File: src/port_status_pkg.sv
// Constants and types shared by the port status and interrupt summary block.
package port_status_pkg;

    // ==========================================================
    // Register indices and byte addresses
    // ==========================================================
    localparam int unsigned       STATUS_IDX   = 24;
    localparam int unsigned       SUMMARY_IDX  = 20;
    localparam int unsigned       MASK_IDX     = 21;
    localparam logic [11:0]       STATUS_ADDR  = 12'(STATUS_IDX * 4);
    localparam logic [11:0]       SUMMARY_ADDR = 12'(SUMMARY_IDX * 4);
    localparam logic [11:0]       MASK_ADDR    = 12'(MASK_IDX * 4);

    // ==========================================================
    // Per-port status register fields
    // ==========================================================
    localparam int unsigned       SD_BIT       = 14;
    localparam int unsigned       TXACT_BIT    = 13;
    localparam int unsigned       RXACT_BIT    = 12;
    localparam int unsigned       FD_BIT       = 11;
    localparam int unsigned       LINK_BIT     = 10;
    localparam int unsigned       S100_BIT     = 9;
    localparam int unsigned       S10_BIT      = 8;
    localparam int unsigned       BLINK_BIT    = 3;
    localparam int unsigned       SEL_MSB      = 2;
    localparam logic [2:0]        SEL_PORT0    = 3'h0;
    localparam logic [2:0]        SEL_PORT1    = 3'h1;
    localparam int unsigned       NUM_PORTS    = 2;
    // Live status per port: {sd, fd, link, s100, s10}.
    localparam logic [4:0]        LIVE_RESET   = 5'h0A;

    // ==========================================================
    // Interrupt summary fields
    // ==========================================================
    localparam int unsigned       CAP_FULL_BIT = 12;
    localparam logic [15:0]       STICKY_BITS  = 16'hE7FF;
    localparam logic [15:0]       TIMING_BITS  = 16'hF700;
    localparam logic [15:0]       MASK_RW_BITS = 16'hF7FF;
    localparam logic [15:0]       SUMMARY_RESET = 16'h0000;
    localparam logic [15:0]       MASK_RESET   = 16'h0000;

    // ==========================================================
    // Activity blink timing
    // ==========================================================
    localparam int unsigned       CLK_MHZ      = 100;
    localparam int unsigned       BLINK_HALF_US = 40000;
    localparam int unsigned       BLINK_HALF_CYCLES = BLINK_HALF_US * CLK_MHZ;

    typedef enum logic [1:0] {
        BUS_IDLE   = 2'b01,
        BUS_ANSWER = 2'b10
    } bus_state_t;

endpackage : port_status_pkg

File: src/sticky_flags.sv
// Bank of sticky event flags where a set always beats a clear.
`timescale 1ns/1ps
`default_nettype none
module sticky_flags #(
    parameter int unsigned W = 4
) (
    input  wire logic         pclk,
    input  wire logic         presetn,
    input  wire logic [W-1:0] set,
    input  wire logic [W-1:0] clr,
    output var  logic [W-1:0] flags
);
    logic [W-1:0] next_flags;

    always_comb begin
        next_flags = (flags & ~clr) | set;
    end

    always_ff @(posedge pclk or negedge presetn) begin
        if (!presetn) begin
            flags <= '0;
        end else begin
            flags <= next_flags;
        end
    end
endmodule : sticky_flags
`default_nettype wire

File: src/activity_led.sv
// Link LED driver for one port with optional blink on activity.
`timescale 1ns/1ps
`default_nettype none
module activity_led #(
    parameter int unsigned HALF_CYCLES = 4000000
) (
    input  wire logic pclk,
    input  wire logic presetn,
    input  wire logic blink_enable,
    input  wire logic link_up,
    input  wire logic activity,
    input  wire logic gpio_link_mode,
    output var  logic link_led,
    output var  logic gpio_led_n
);
    logic [31:0] count;
    logic        phase;
    logic        seen;
    logic [31:0] next_count;
    logic        next_phase;
    logic        next_seen;
    logic        next_led;
    logic        next_gpio_n;
    logic        wrap;

    always_comb begin
        wrap       = (count == 32'(HALF_CYCLES - 1));
        next_count = wrap ? 32'h0 : count + 32'h1;
        next_phase = wrap ? ~phase : phase;
        // Activity is held until the end of the off half in progress or of the next one.
        next_seen  = activity | (seen & ~(wrap & phase));
        next_led   = link_up & ~(blink_enable & seen & phase);
        // A pin in LED use sinks current, so lit is low.
        next_gpio_n = ~(gpio_link_mode & next_led);
    end

    always_ff @(posedge pclk or negedge presetn) begin
        if (!presetn) begin
            count      <= 32'h0;
            phase      <= 1'b0;
            seen       <= 1'b0;
            link_led   <= 1'b0;
            gpio_led_n <= 1'b1;
        end else begin
            count      <= next_count;
            phase      <= next_phase;
            seen       <= next_seen;
            link_led   <= next_led;
            gpio_led_n <= next_gpio_n;
        end
    end
endmodule : activity_led
`default_nettype wire

File: src/port_status_top.sv
// APB register bank for per-port status, activity blink and interrupt summary.
//
// Summary of operation
// - Selector 000 shows port 0, 001 port 1; others are reserved.
// - Bit 14 shows the selected port's signal detect, resets to zero.
// - Bit 13 latches transmit activity since last read, cleared by reading.
// - Bit 12 latches receive activity since last read, cleared by reading.
// - Bit 11 full duplex resets one; bit 10 link up resets zero.
// - Bit 9 shows 100 Mbit/s, resets one; bit 8 shows 10 Mbit/s.
// - Blink bit one makes the link LED blink on activity, on with link.
// - A blink write only updates the port named by the selector.
// - A pin set for link indication blinks during transfers when enabled.
// - Summary bits set only for sources enabled at their origin.
// - Bits 15 and 9: port 1 and 0 receive timestamps, clear on read.
// - Bits 14 and 8: port 1 and 0 transmit timestamps, clear on read.
// - Bit 13 capture stored, clear on read; bit 12 capture full level.
// - Bit 10 pulse period start, clear on read; bit 11 reads zero.
// - Bits 7 and 3: port 1 and 0 link down, clear on read.
// - Bits 6 and 2: port 1 and 0 error rate, clear on read.
// - Bits 5 and 1: port 1 and 0 far-end quality, clear on read.
// - Bits 4 and 0: port 1 and 0 other events, clear on read.
// - Central mask register: zero enables, one disables, resets to zero.
//
// Added by the designer: the APB interface to the registers and the register addresses.
`timescale 1ns/1ps
`default_nettype none
module port_status_top
    import port_status_pkg::*;
#(
    parameter int unsigned BLINK_CYCLES = BLINK_HALF_CYCLES,
    parameter bit          HAS_TIMING   = 1'b1
) (
    input  wire logic        pclk,
    input  wire logic        presetn,
    input  wire logic        psel,
    input  wire logic        penable,
    input  wire logic        pwrite,
    input  wire logic [11:0] paddr,
    input  wire logic [31:0] pwdata,
    output var  logic [31:0] prdata,
    output var  logic        pready,
    output var  logic        pslverr,
    input  wire logic [1:0]  signal_detect,
    input  wire logic [1:0]  full_duplex,
    input  wire logic [1:0]  link_up,
    input  wire logic [1:0]  speed_hundred,
    input  wire logic [1:0]  speed_ten,
    input  wire logic [1:0]  tx_activity,
    input  wire logic [1:0]  rx_activity,
    input  wire logic [1:0]  gpio_link_mode,
    input  wire logic [15:0] summary_source,
    input  wire logic [15:0] source_enable,
    output var  logic [1:0]  link_led,
    output var  logic [1:0]  gpio_led_n,
    output var  logic        summary_pending
);

    // ==========================================================
    // Helper functions
    // ==========================================================
    function automatic logic sel_valid(input logic [2:0] s);
        sel_valid = (s == SEL_PORT0) || (s == SEL_PORT1);
    endfunction : sel_valid

    function automatic logic sel_port(input logic [2:0] s);
        sel_port = (s == SEL_PORT1);
    endfunction : sel_port

    // ==========================================================
    // Declarations
    // ==========================================================
    bus_state_t  state;
    bus_state_t  next_state;
    logic [31:0] next_prdata;
    logic        next_pready;
    logic        next_pslverr;
    logic        done;
    logic        wr_done;
    logic        rd_done;
    logic [15:0] rd_snap;
    logic [15:0] next_rd_snap;
    logic [1:0]  rd_kind;
    logic [1:0]  next_rd_kind;

    logic [2:0]  port_selector;
    logic [2:0]  next_port_selector;
    logic [1:0]  activity_blink_enable;
    logic [1:0]  next_activity_blink_enable;
    logic [15:0] mask;
    logic [15:0] next_mask;

    logic [4:0]  live [NUM_PORTS];
    logic [4:0]  next_live [NUM_PORTS];

    logic [3:0]  act_set;
    logic [3:0]  act_clr;
    logic [3:0]  act_flags;

    logic [15:0] sum_gate;
    logic [15:0] sum_set;
    logic [15:0] sum_clr;
    logic [15:0] sum_flags;
    logic        cap_full;
    logic        next_cap_full;
    logic [15:0] sum_view;
    logic        next_pending;

    logic [15:0] status_view;
    logic        psel_port;

    // ==========================================================
    // Live status capture
    // ==========================================================
    // Held in flops so the fields show their reset values until the
    // port logic drives real ones.
    always_comb begin
        for (int p = 0; p < NUM_PORTS; p++) begin
            next_live[p] = {signal_detect[p], full_duplex[p], link_up[p],
                            speed_hundred[p], speed_ten[p]};
        end
    end

    always_ff @(posedge pclk or negedge presetn) begin
        if (!presetn) begin
            for (int p = 0; p < NUM_PORTS; p++) begin
                live[p] <= LIVE_RESET;
            end
        end else begin
            for (int p = 0; p < NUM_PORTS; p++) begin
                live[p] <= next_live[p];
            end
        end
    end

    // ==========================================================
    // Status register view
    // ==========================================================
    always_comb begin
        psel_port   = sel_port(port_selector);
        status_view = 16'h0000;
        if (sel_valid(port_selector)) begin
            status_view[SD_BIT]    = live[psel_port][4];
            status_view[TXACT_BIT] = act_flags[{psel_port, 1'b0}];
            status_view[RXACT_BIT] = act_flags[{psel_port, 1'b1}];
            status_view[FD_BIT]    = live[psel_port][3];
            status_view[LINK_BIT]  = live[psel_port][2];
            status_view[S100_BIT]  = live[psel_port][1];
            status_view[S10_BIT]   = live[psel_port][0];
            status_view[BLINK_BIT] = activity_blink_enable[psel_port];
        end
        status_view[SEL_MSB:0] = port_selector;
    end

    // ==========================================================
    // APB slave
    // ==========================================================
    // One wait state: the read value is snapshotted when the answer is
    // prepared, and only the snapshotted bits are cleared afterwards,
    // so an event landing in between is never lost.
    always_comb begin
        done         = psel & penable & pready;
        wr_done      = done & pwrite;
        rd_done      = done & ~pwrite;
        next_state   = state;
        next_pready  = 1'b0;
        next_pslverr = 1'b0;
        next_prdata  = prdata;
        next_rd_snap = rd_snap;
        next_rd_kind = rd_kind;
        case (state)
            BUS_IDLE: begin
                if (psel && penable) begin
                    next_state   = BUS_ANSWER;
                    next_pready  = 1'b1;
                    next_prdata  = 32'h0;
                    next_rd_kind = 2'b00;
                    case (paddr)
                        STATUS_ADDR: begin
                            next_prdata  = {16'h0000, status_view};
                            next_rd_kind = 2'b01;
                        end
                        SUMMARY_ADDR: begin
                            next_prdata  = {16'h0000, sum_view};
                            next_rd_kind = 2'b10;
                        end
                        MASK_ADDR: begin
                            next_prdata  = {16'h0000, mask & MASK_RW_BITS};
                        end
                        default: begin
                            next_pslverr = 1'b1;
                        end
                    endcase
                    next_rd_snap = next_prdata[15:0];
                end
            end
            BUS_ANSWER: begin
                next_state = BUS_IDLE;
            end
            default: begin
                next_state = BUS_IDLE;
            end
        endcase
    end

    always_ff @(posedge pclk or negedge presetn) begin
        if (!presetn) begin
            state   <= BUS_IDLE;
            prdata  <= 32'h0;
            pready  <= 1'b0;
            pslverr <= 1'b0;
            rd_snap <= 16'h0000;
            rd_kind <= 2'b00;
        end else begin
            state   <= next_state;
            prdata  <= next_prdata;
            pready  <= next_pready;
            pslverr <= next_pslverr;
            rd_snap <= next_rd_snap;
            rd_kind <= next_rd_kind;
        end
    end

    // ==========================================================
    // Writable control: selector, blink enables, mask
    // ==========================================================
    always_comb begin
        next_port_selector         = port_selector;
        next_activity_blink_enable = activity_blink_enable;
        next_mask                  = mask;
        if (wr_done && !pslverr && paddr == STATUS_ADDR) begin
            next_port_selector = pwdata[SEL_MSB:0];
            // The blink bit goes to the port named in the same write.
            if (sel_valid(pwdata[SEL_MSB:0])) begin
                next_activity_blink_enable[sel_port(pwdata[SEL_MSB:0])] =
                    pwdata[BLINK_BIT];
            end
        end
        if (wr_done && !pslverr && paddr == MASK_ADDR) begin
            next_mask = pwdata[15:0] & MASK_RW_BITS;
        end
    end

    always_ff @(posedge pclk or negedge presetn) begin
        if (!presetn) begin
            port_selector         <= SEL_PORT0;
            activity_blink_enable <= 2'b00;
            mask                  <= MASK_RESET;
        end else begin
            port_selector         <= next_port_selector;
            activity_blink_enable <= next_activity_blink_enable;
            mask                  <= next_mask;
        end
    end

    // ==========================================================
    // Activity flags
    // ==========================================================
    always_comb begin
        act_set = {rx_activity[1], tx_activity[1],
                   rx_activity[0], tx_activity[0]};
        act_clr = 4'h0;
        // Only the port shown by the finished read is cleared.
        if (rd_done && rd_kind == 2'b01 && sel_valid(rd_snap[SEL_MSB:0])) begin
            act_clr[{sel_port(rd_snap[SEL_MSB:0]), 1'b0}] = rd_snap[TXACT_BIT];
            act_clr[{sel_port(rd_snap[SEL_MSB:0]), 1'b1}] = rd_snap[RXACT_BIT];
        end
    end

    sticky_flags #(
        .W (4)
    ) u_act_flags (
        .pclk    (pclk),
        .presetn (presetn),
        .set     (act_set),
        .clr     (act_clr),
        .flags   (act_flags)
    );

    // ==========================================================
    // Interrupt summary
    // ==========================================================
    always_comb begin
        sum_gate = summary_source & source_enable;
        if (!HAS_TIMING) begin
            sum_gate = sum_gate & ~TIMING_BITS;
        end
        // Bits 15:13, 10:0 latch; bit 11 has no source and stays zero.
        sum_set       = sum_gate & STICKY_BITS;
        next_cap_full = sum_gate[CAP_FULL_BIT];
        sum_clr       = 16'h0000;
        if (rd_done && rd_kind == 2'b10) begin
            sum_clr = rd_snap & STICKY_BITS;
        end
        sum_view = sum_flags | (16'(cap_full) << CAP_FULL_BIT);
        next_pending = |(sum_view & ~mask);
    end

    sticky_flags #(
        .W (16)
    ) u_sum_flags (
        .pclk    (pclk),
        .presetn (presetn),
        .set     (sum_set),
        .clr     (sum_clr),
        .flags   (sum_flags)
    );

    // Capture-full is a level from the timing unit, so it is only
    // registered here and a read never clears it.

    always_ff @(posedge pclk or negedge presetn) begin
        if (!presetn) begin
            cap_full        <= 1'b0;
            summary_pending <= 1'b0;
        end else begin
            cap_full        <= next_cap_full;
            summary_pending <= next_pending;
        end
    end

    // ==========================================================
    // Link LEDs
    // ==========================================================
    for (genvar p = 0; p < NUM_PORTS; p++) begin : g_led
        activity_led #(
            .HALF_CYCLES (BLINK_CYCLES)
        ) u_led (
            .pclk           (pclk),
            .presetn        (presetn),
            .blink_enable   (activity_blink_enable[p]),
            .link_up        (live[p][2]),
            .activity       (tx_activity[p] | rx_activity[p]),
            .gpio_link_mode (gpio_link_mode[p]),
            .link_led       (link_led[p]),
            .gpio_led_n     (gpio_led_n[p])
        );
    end

endmodule : port_status_top
`default_nettype wire

File: config.mk
export PLATFORM = sky130hd
export DESIGN_NAME = port_status_top
export DESIGN_NICKNAME = d
export VERILOG_FILES = /design/src/port_status_pkg.sv /design/src/sticky_flags.sv /design/src/activity_led.sv /design/src/port_status_top.sv
export SDC_FILE = /design/constraint.sdc
export NUM_CORES = 1
export LEC_CHECK = 0
export BUFFER_PORTS_ARGS = -buffer_cell sky130_fd_sc_hd__buf_2
export CORE_UTILIZATION = 52
export CTS_BUF_LIST = sky130_fd_sc_hd__clkbuf_8
export DETAILED_ROUTE_END_ITERATION = 8
export PLACE_DENSITY = 0.85
export REMOVE_ABC_BUFFERS = 1
export SLEW_MARGIN = 20
export SYNTH_ARGS = -nofsm -noshare
export SYNTH_HDL_FRONTEND = slang
export SYNTH_HIERARCHICAL = 1
export SYNTH_SLANG_ARGS = --single-unit
File: constraint.sdc
create_clock -name pclk -period 2.01 [get_ports pclk]
set_input_delay 0.402 -clock pclk [delete_from_list [all_inputs] [get_ports pclk]]
set_output_delay 0.402 -clock pclk [all_outputs]
set_load 0.005 [all_outputs]
==> flow_metrics.tcl <==
set metrics [dict create \
    timing_worst_slew_pin_value_ns 0.556 \
    syn-instance-count 656 \
    finalCriticalPeriod_ns 2.00 \
    sink_count_of_the_clock_tree 146 \
    rsz0062_at_grt "yes" \
    final_layout_size_suffix_gt1_frac 0.285 \
    core_mm2 0.0128 \
    hpwlAfterDp_um 11400 \
    fmaxAchievable_ghz 0.501 \
    startpoint_type "flop" \
    number_of_different_library_cells_in_the_post_synthesis_netlist 55 \
    crit-reg2reg-capture "g_led[0].u_led/count[5]" \
    nFillCells 934 \
    total_cts_buffers 17 \
    layout.core_utilization 0.663 \
    synthArstFlopShare 1.00 \
    synth_edf_count 0 \
    cts_tree "done" \
    synth.yosys.seq_area_share 0.527 \
    drv_cap 0 \
    timing.final.hold_violations 0 \
    placement.io_buffers 100 \
    cts.path.max_buffers 2 \
    layout_net_count 920 \
    synth.area.top_cells "sky130_fd_sc_hd__dfrtp_1 (50%), sky130_fd_sc_hd__xnor2_1 (4.3%), sky130_fd_sc_hd__mux2_2 (3.4%)" \
    worst_hold_path_type "in -> reg" \
    layout_worst_path_cycle_share 0.994 \
    syn_avg_cell_area_um2 10.6 \
    grt_antenna_before_repair 0 \
    detailroute.via_count 5490 \
    holdWs_ns 0.0511 \
    start_util 0.542 \
    mappedNetlistArea_mm2 0.00695 \
    report.final.slew_viol_count 0 \
    clock_latency_ns 0.44 \
    slew-limit-headroom 0.620 \
    ir_drop_mv 0.472 \
    powerDensity_mw_per_mm2 668 \
    post-route-cell-area_mm2 0.00850 \
    critPathLaunch "g_led[0].u_led/count[10]" \
    dieArea_mm2 0.0138 \
    diodes 0 \
    yosys_warnings 6 \
    postPlaceCellArea_mm2 0.00800 \
    grt_remaining_overflow 0 \
    post-synth-top-area-fraction 0.500 \
    flow.area_growth_from_synthesis_pct 22.4 \
    grt_pass1_vias 5396 \
    final_weighted_congestion_in_routability_driven_placement 0.847 \
    netlist_top_cells_count "sky130_fd_sc_hd__dfrtp_1 (139), sky130_fd_sc_hd__nand2_1 (58), sky130_fd_sc_hd__inv_1 (44), sky130_fd_sc_hd__nor2_1 (37), sky130_fd_sc_hd__xnor2_1 (34)" \
    rows 41 \
    synth_seq_cells 146 \
    register_to_register_path_setup_slack_ns 0.01 \
    timing.reg2reg.worst_path_depth 6 \
    detail_route.drc_violations 0 \
    cts_root_buf "sky130_fd_sc_hd__clkbuf_8" \
    detail_route.wirelength_um 15600 \
    final_antenna_net_count 0 \
    die-width_um 118 \
    first_pass_iters 5 \
    finalClockSkew_ns 0.00825 \
    cellLeakagePower_nw 4.01 \
    main_flop_type_after_synthesis "sky130_fd_sc_hd__dfrtp_1" \
    min_path_cells 1 \
    crit_type "reg -> reg" \
    fin_setup_tns_ns 0 \
    cts-htree-levels 4 \
    synth_area_leader_cell "sky130_fd_sc_hd__dfrtp_1" \
    yosysMostFrequentCell "sky130_fd_sc_hd__dfrtp_1" \
    clkSlewWorstSetupHoldPaths_ns 0.08 \
    largest_net_degree_at_the_start_of_global_routing 48 \
    detail_routed_net_length_per_standard_cell_um 15.6 \
    critical_path_arrival_ns 2.33 \
    design.portCount 136 \
    worstReg2RegStart "g_led[0].u_led/count[10]" \
    endpoint_kind "flop" \
    holdPathEnd "live[1]" \
    initialDrtViolationCount 382 \
    critical_path.max_fanout 5 \
    die-height_um 118 \
    setup_viol 0 \
    wire_length_of_the_first_global_routing_pass_um 25900 \
    timing.hold.worst.start "speed_hundred[1]" \
    status "complete, no violations" \
    global_route.usage.total 0.237 \
    worst-endpoint-required_ns 2.34 \
    vias_per_cell 5.46 \
]
[per-stage QoR]
step           setup slack [ns]  power (mW)  cells
2_1_floorplan           -0.0582        3.10    648
4_1_cts                0.000992        5.74   1005
6_report                 0.0129        5.68   1006
3_5_place_dp            -0.0582        3.30    972
3_3_place_gp             0.0152        3.30    972
5_1_grt                 -0.0545        5.90   1006
[placed cells by master, fill, tap and decap left out, drive strengths merged, types with 14 or more instances in the layout]
master,count
nor2,38
xor2,14
nor3,17
o21ai,18
clkbuf,17
and2,31
xnor2,34
nand4,21
conb,20
inv,47
buf,153
a21o,25
dfrtp,139
mux2,21
nand2,58
nand3,30
mux2i,22
[area by class of cell]
cell class / count / area, µm² / share of cell area
repair buffers: 154 / 960 / 0.113
well taps: 172 / 215 / 0.0253
flip-flops and latches: 146 / 3660 / 0.431
multi-input cells: 458 / 3070 / 0.361
clock inverters: 15 / 195 / 0.0230
clock buffers: 17 / 234 / 0.0275
inverters: 44 / 165 / 0.0194
[registers in the layout, indices dropped and copies added (netlist names), 2 cells and up]
name	flops
activity_blink_enable	2
g_led.u_led/count	64
g_led.u_led/gpio_led_n	2
g_led.u_led/link_led	2
g_led.u_led/phase	2
g_led.u_led/seen	2
live	10
mask	15
port_selector	3
prdata	16
rd_kind	2
state	2
u_act_flags/flags	4
u_sum_flags/flags	16
[per-layer routing]
layer	vias to the layer above	share of wire	global-route usage	wire length, µm
li1	2583	-	-	-
met1	2709	0.43	0.295	6790
met2	165	0.50	0.402	7830
met3	33	0.041	0.0489	636
met4	0	0.025	0.0962	385
met5	-	0	0	0
[worst max path at each step]
stage	to	slack [ns]	cells after the start
after floorplan	prdata[1]	-0.06	5
after global placement	activity_blink_enable[1]	0.02	6
after detailed placement	activity_blink_enable[0]	-0.06	5
after CTS	g_led[0].u_led/count[11]	0.001	5
after global routing	g_led[1].u_led/count[5]	-0.05	5
final	g_led[0].u_led/count[5]	0.01	6
[cell families (layout without fill, tap and decap cells)]
| kind of cell | after synthesis | after routing | synth area share |
|---|---|---|---|
| XOR/XNOR | 48 | 48 | 0.0605 |
| buffers and inverters | 71 | 230 | 0.0488 |
| multiplexers | 43 | 43 | 0.0657 |
| adder cells (fa/ha/maj) | 2 | 2 | 0.00360 |
| AND/OR/NAND/NOR | 258 | 258 | 0.209 |
| flip-flops | 146 | 146 | 0.527 |
| other | 1 | 20 | 0.000540 |
| AO/OA/AOI/OAI | 87 | 87 | 0.0846 |
[power breakdown]
part           leakage (nW)  switching (mW)  internal [mW]  total (mW)
Clock                 0.220            1.09           1.34        2.43
Combinational          1.95           0.159          0.114       0.273
Sequential             1.85          0.0123           2.96        2.98
[worst max-delay path, stage by stage (launching register included)]
cell,delay [ns]
sky130_fd_sc_hd__dfrtp_1,0.38
sky130_fd_sc_hd__or4b_4,0.55
sky130_fd_sc_hd__or3_4,0.40
sky130_fd_sc_hd__nor3_4,0.19
sky130_fd_sc_hd__buf_6,0.15
sky130_fd_sc_hd__o21ai_2,0.05
sky130_fd_sc_hd__a21o_1,0.17
[timing repair]
action / in CTS / in global routing
buffers inserted: 0 / 1
endpoints found under the hold margin: 40 / 0
hold buffers: 1 / 0
endpoints found under the setup margin: 3 / 11
pin swaps: 0 / 4
gates resized for setup: 1 / 12
Note: power is estimated with default switching activity, not from simulation.
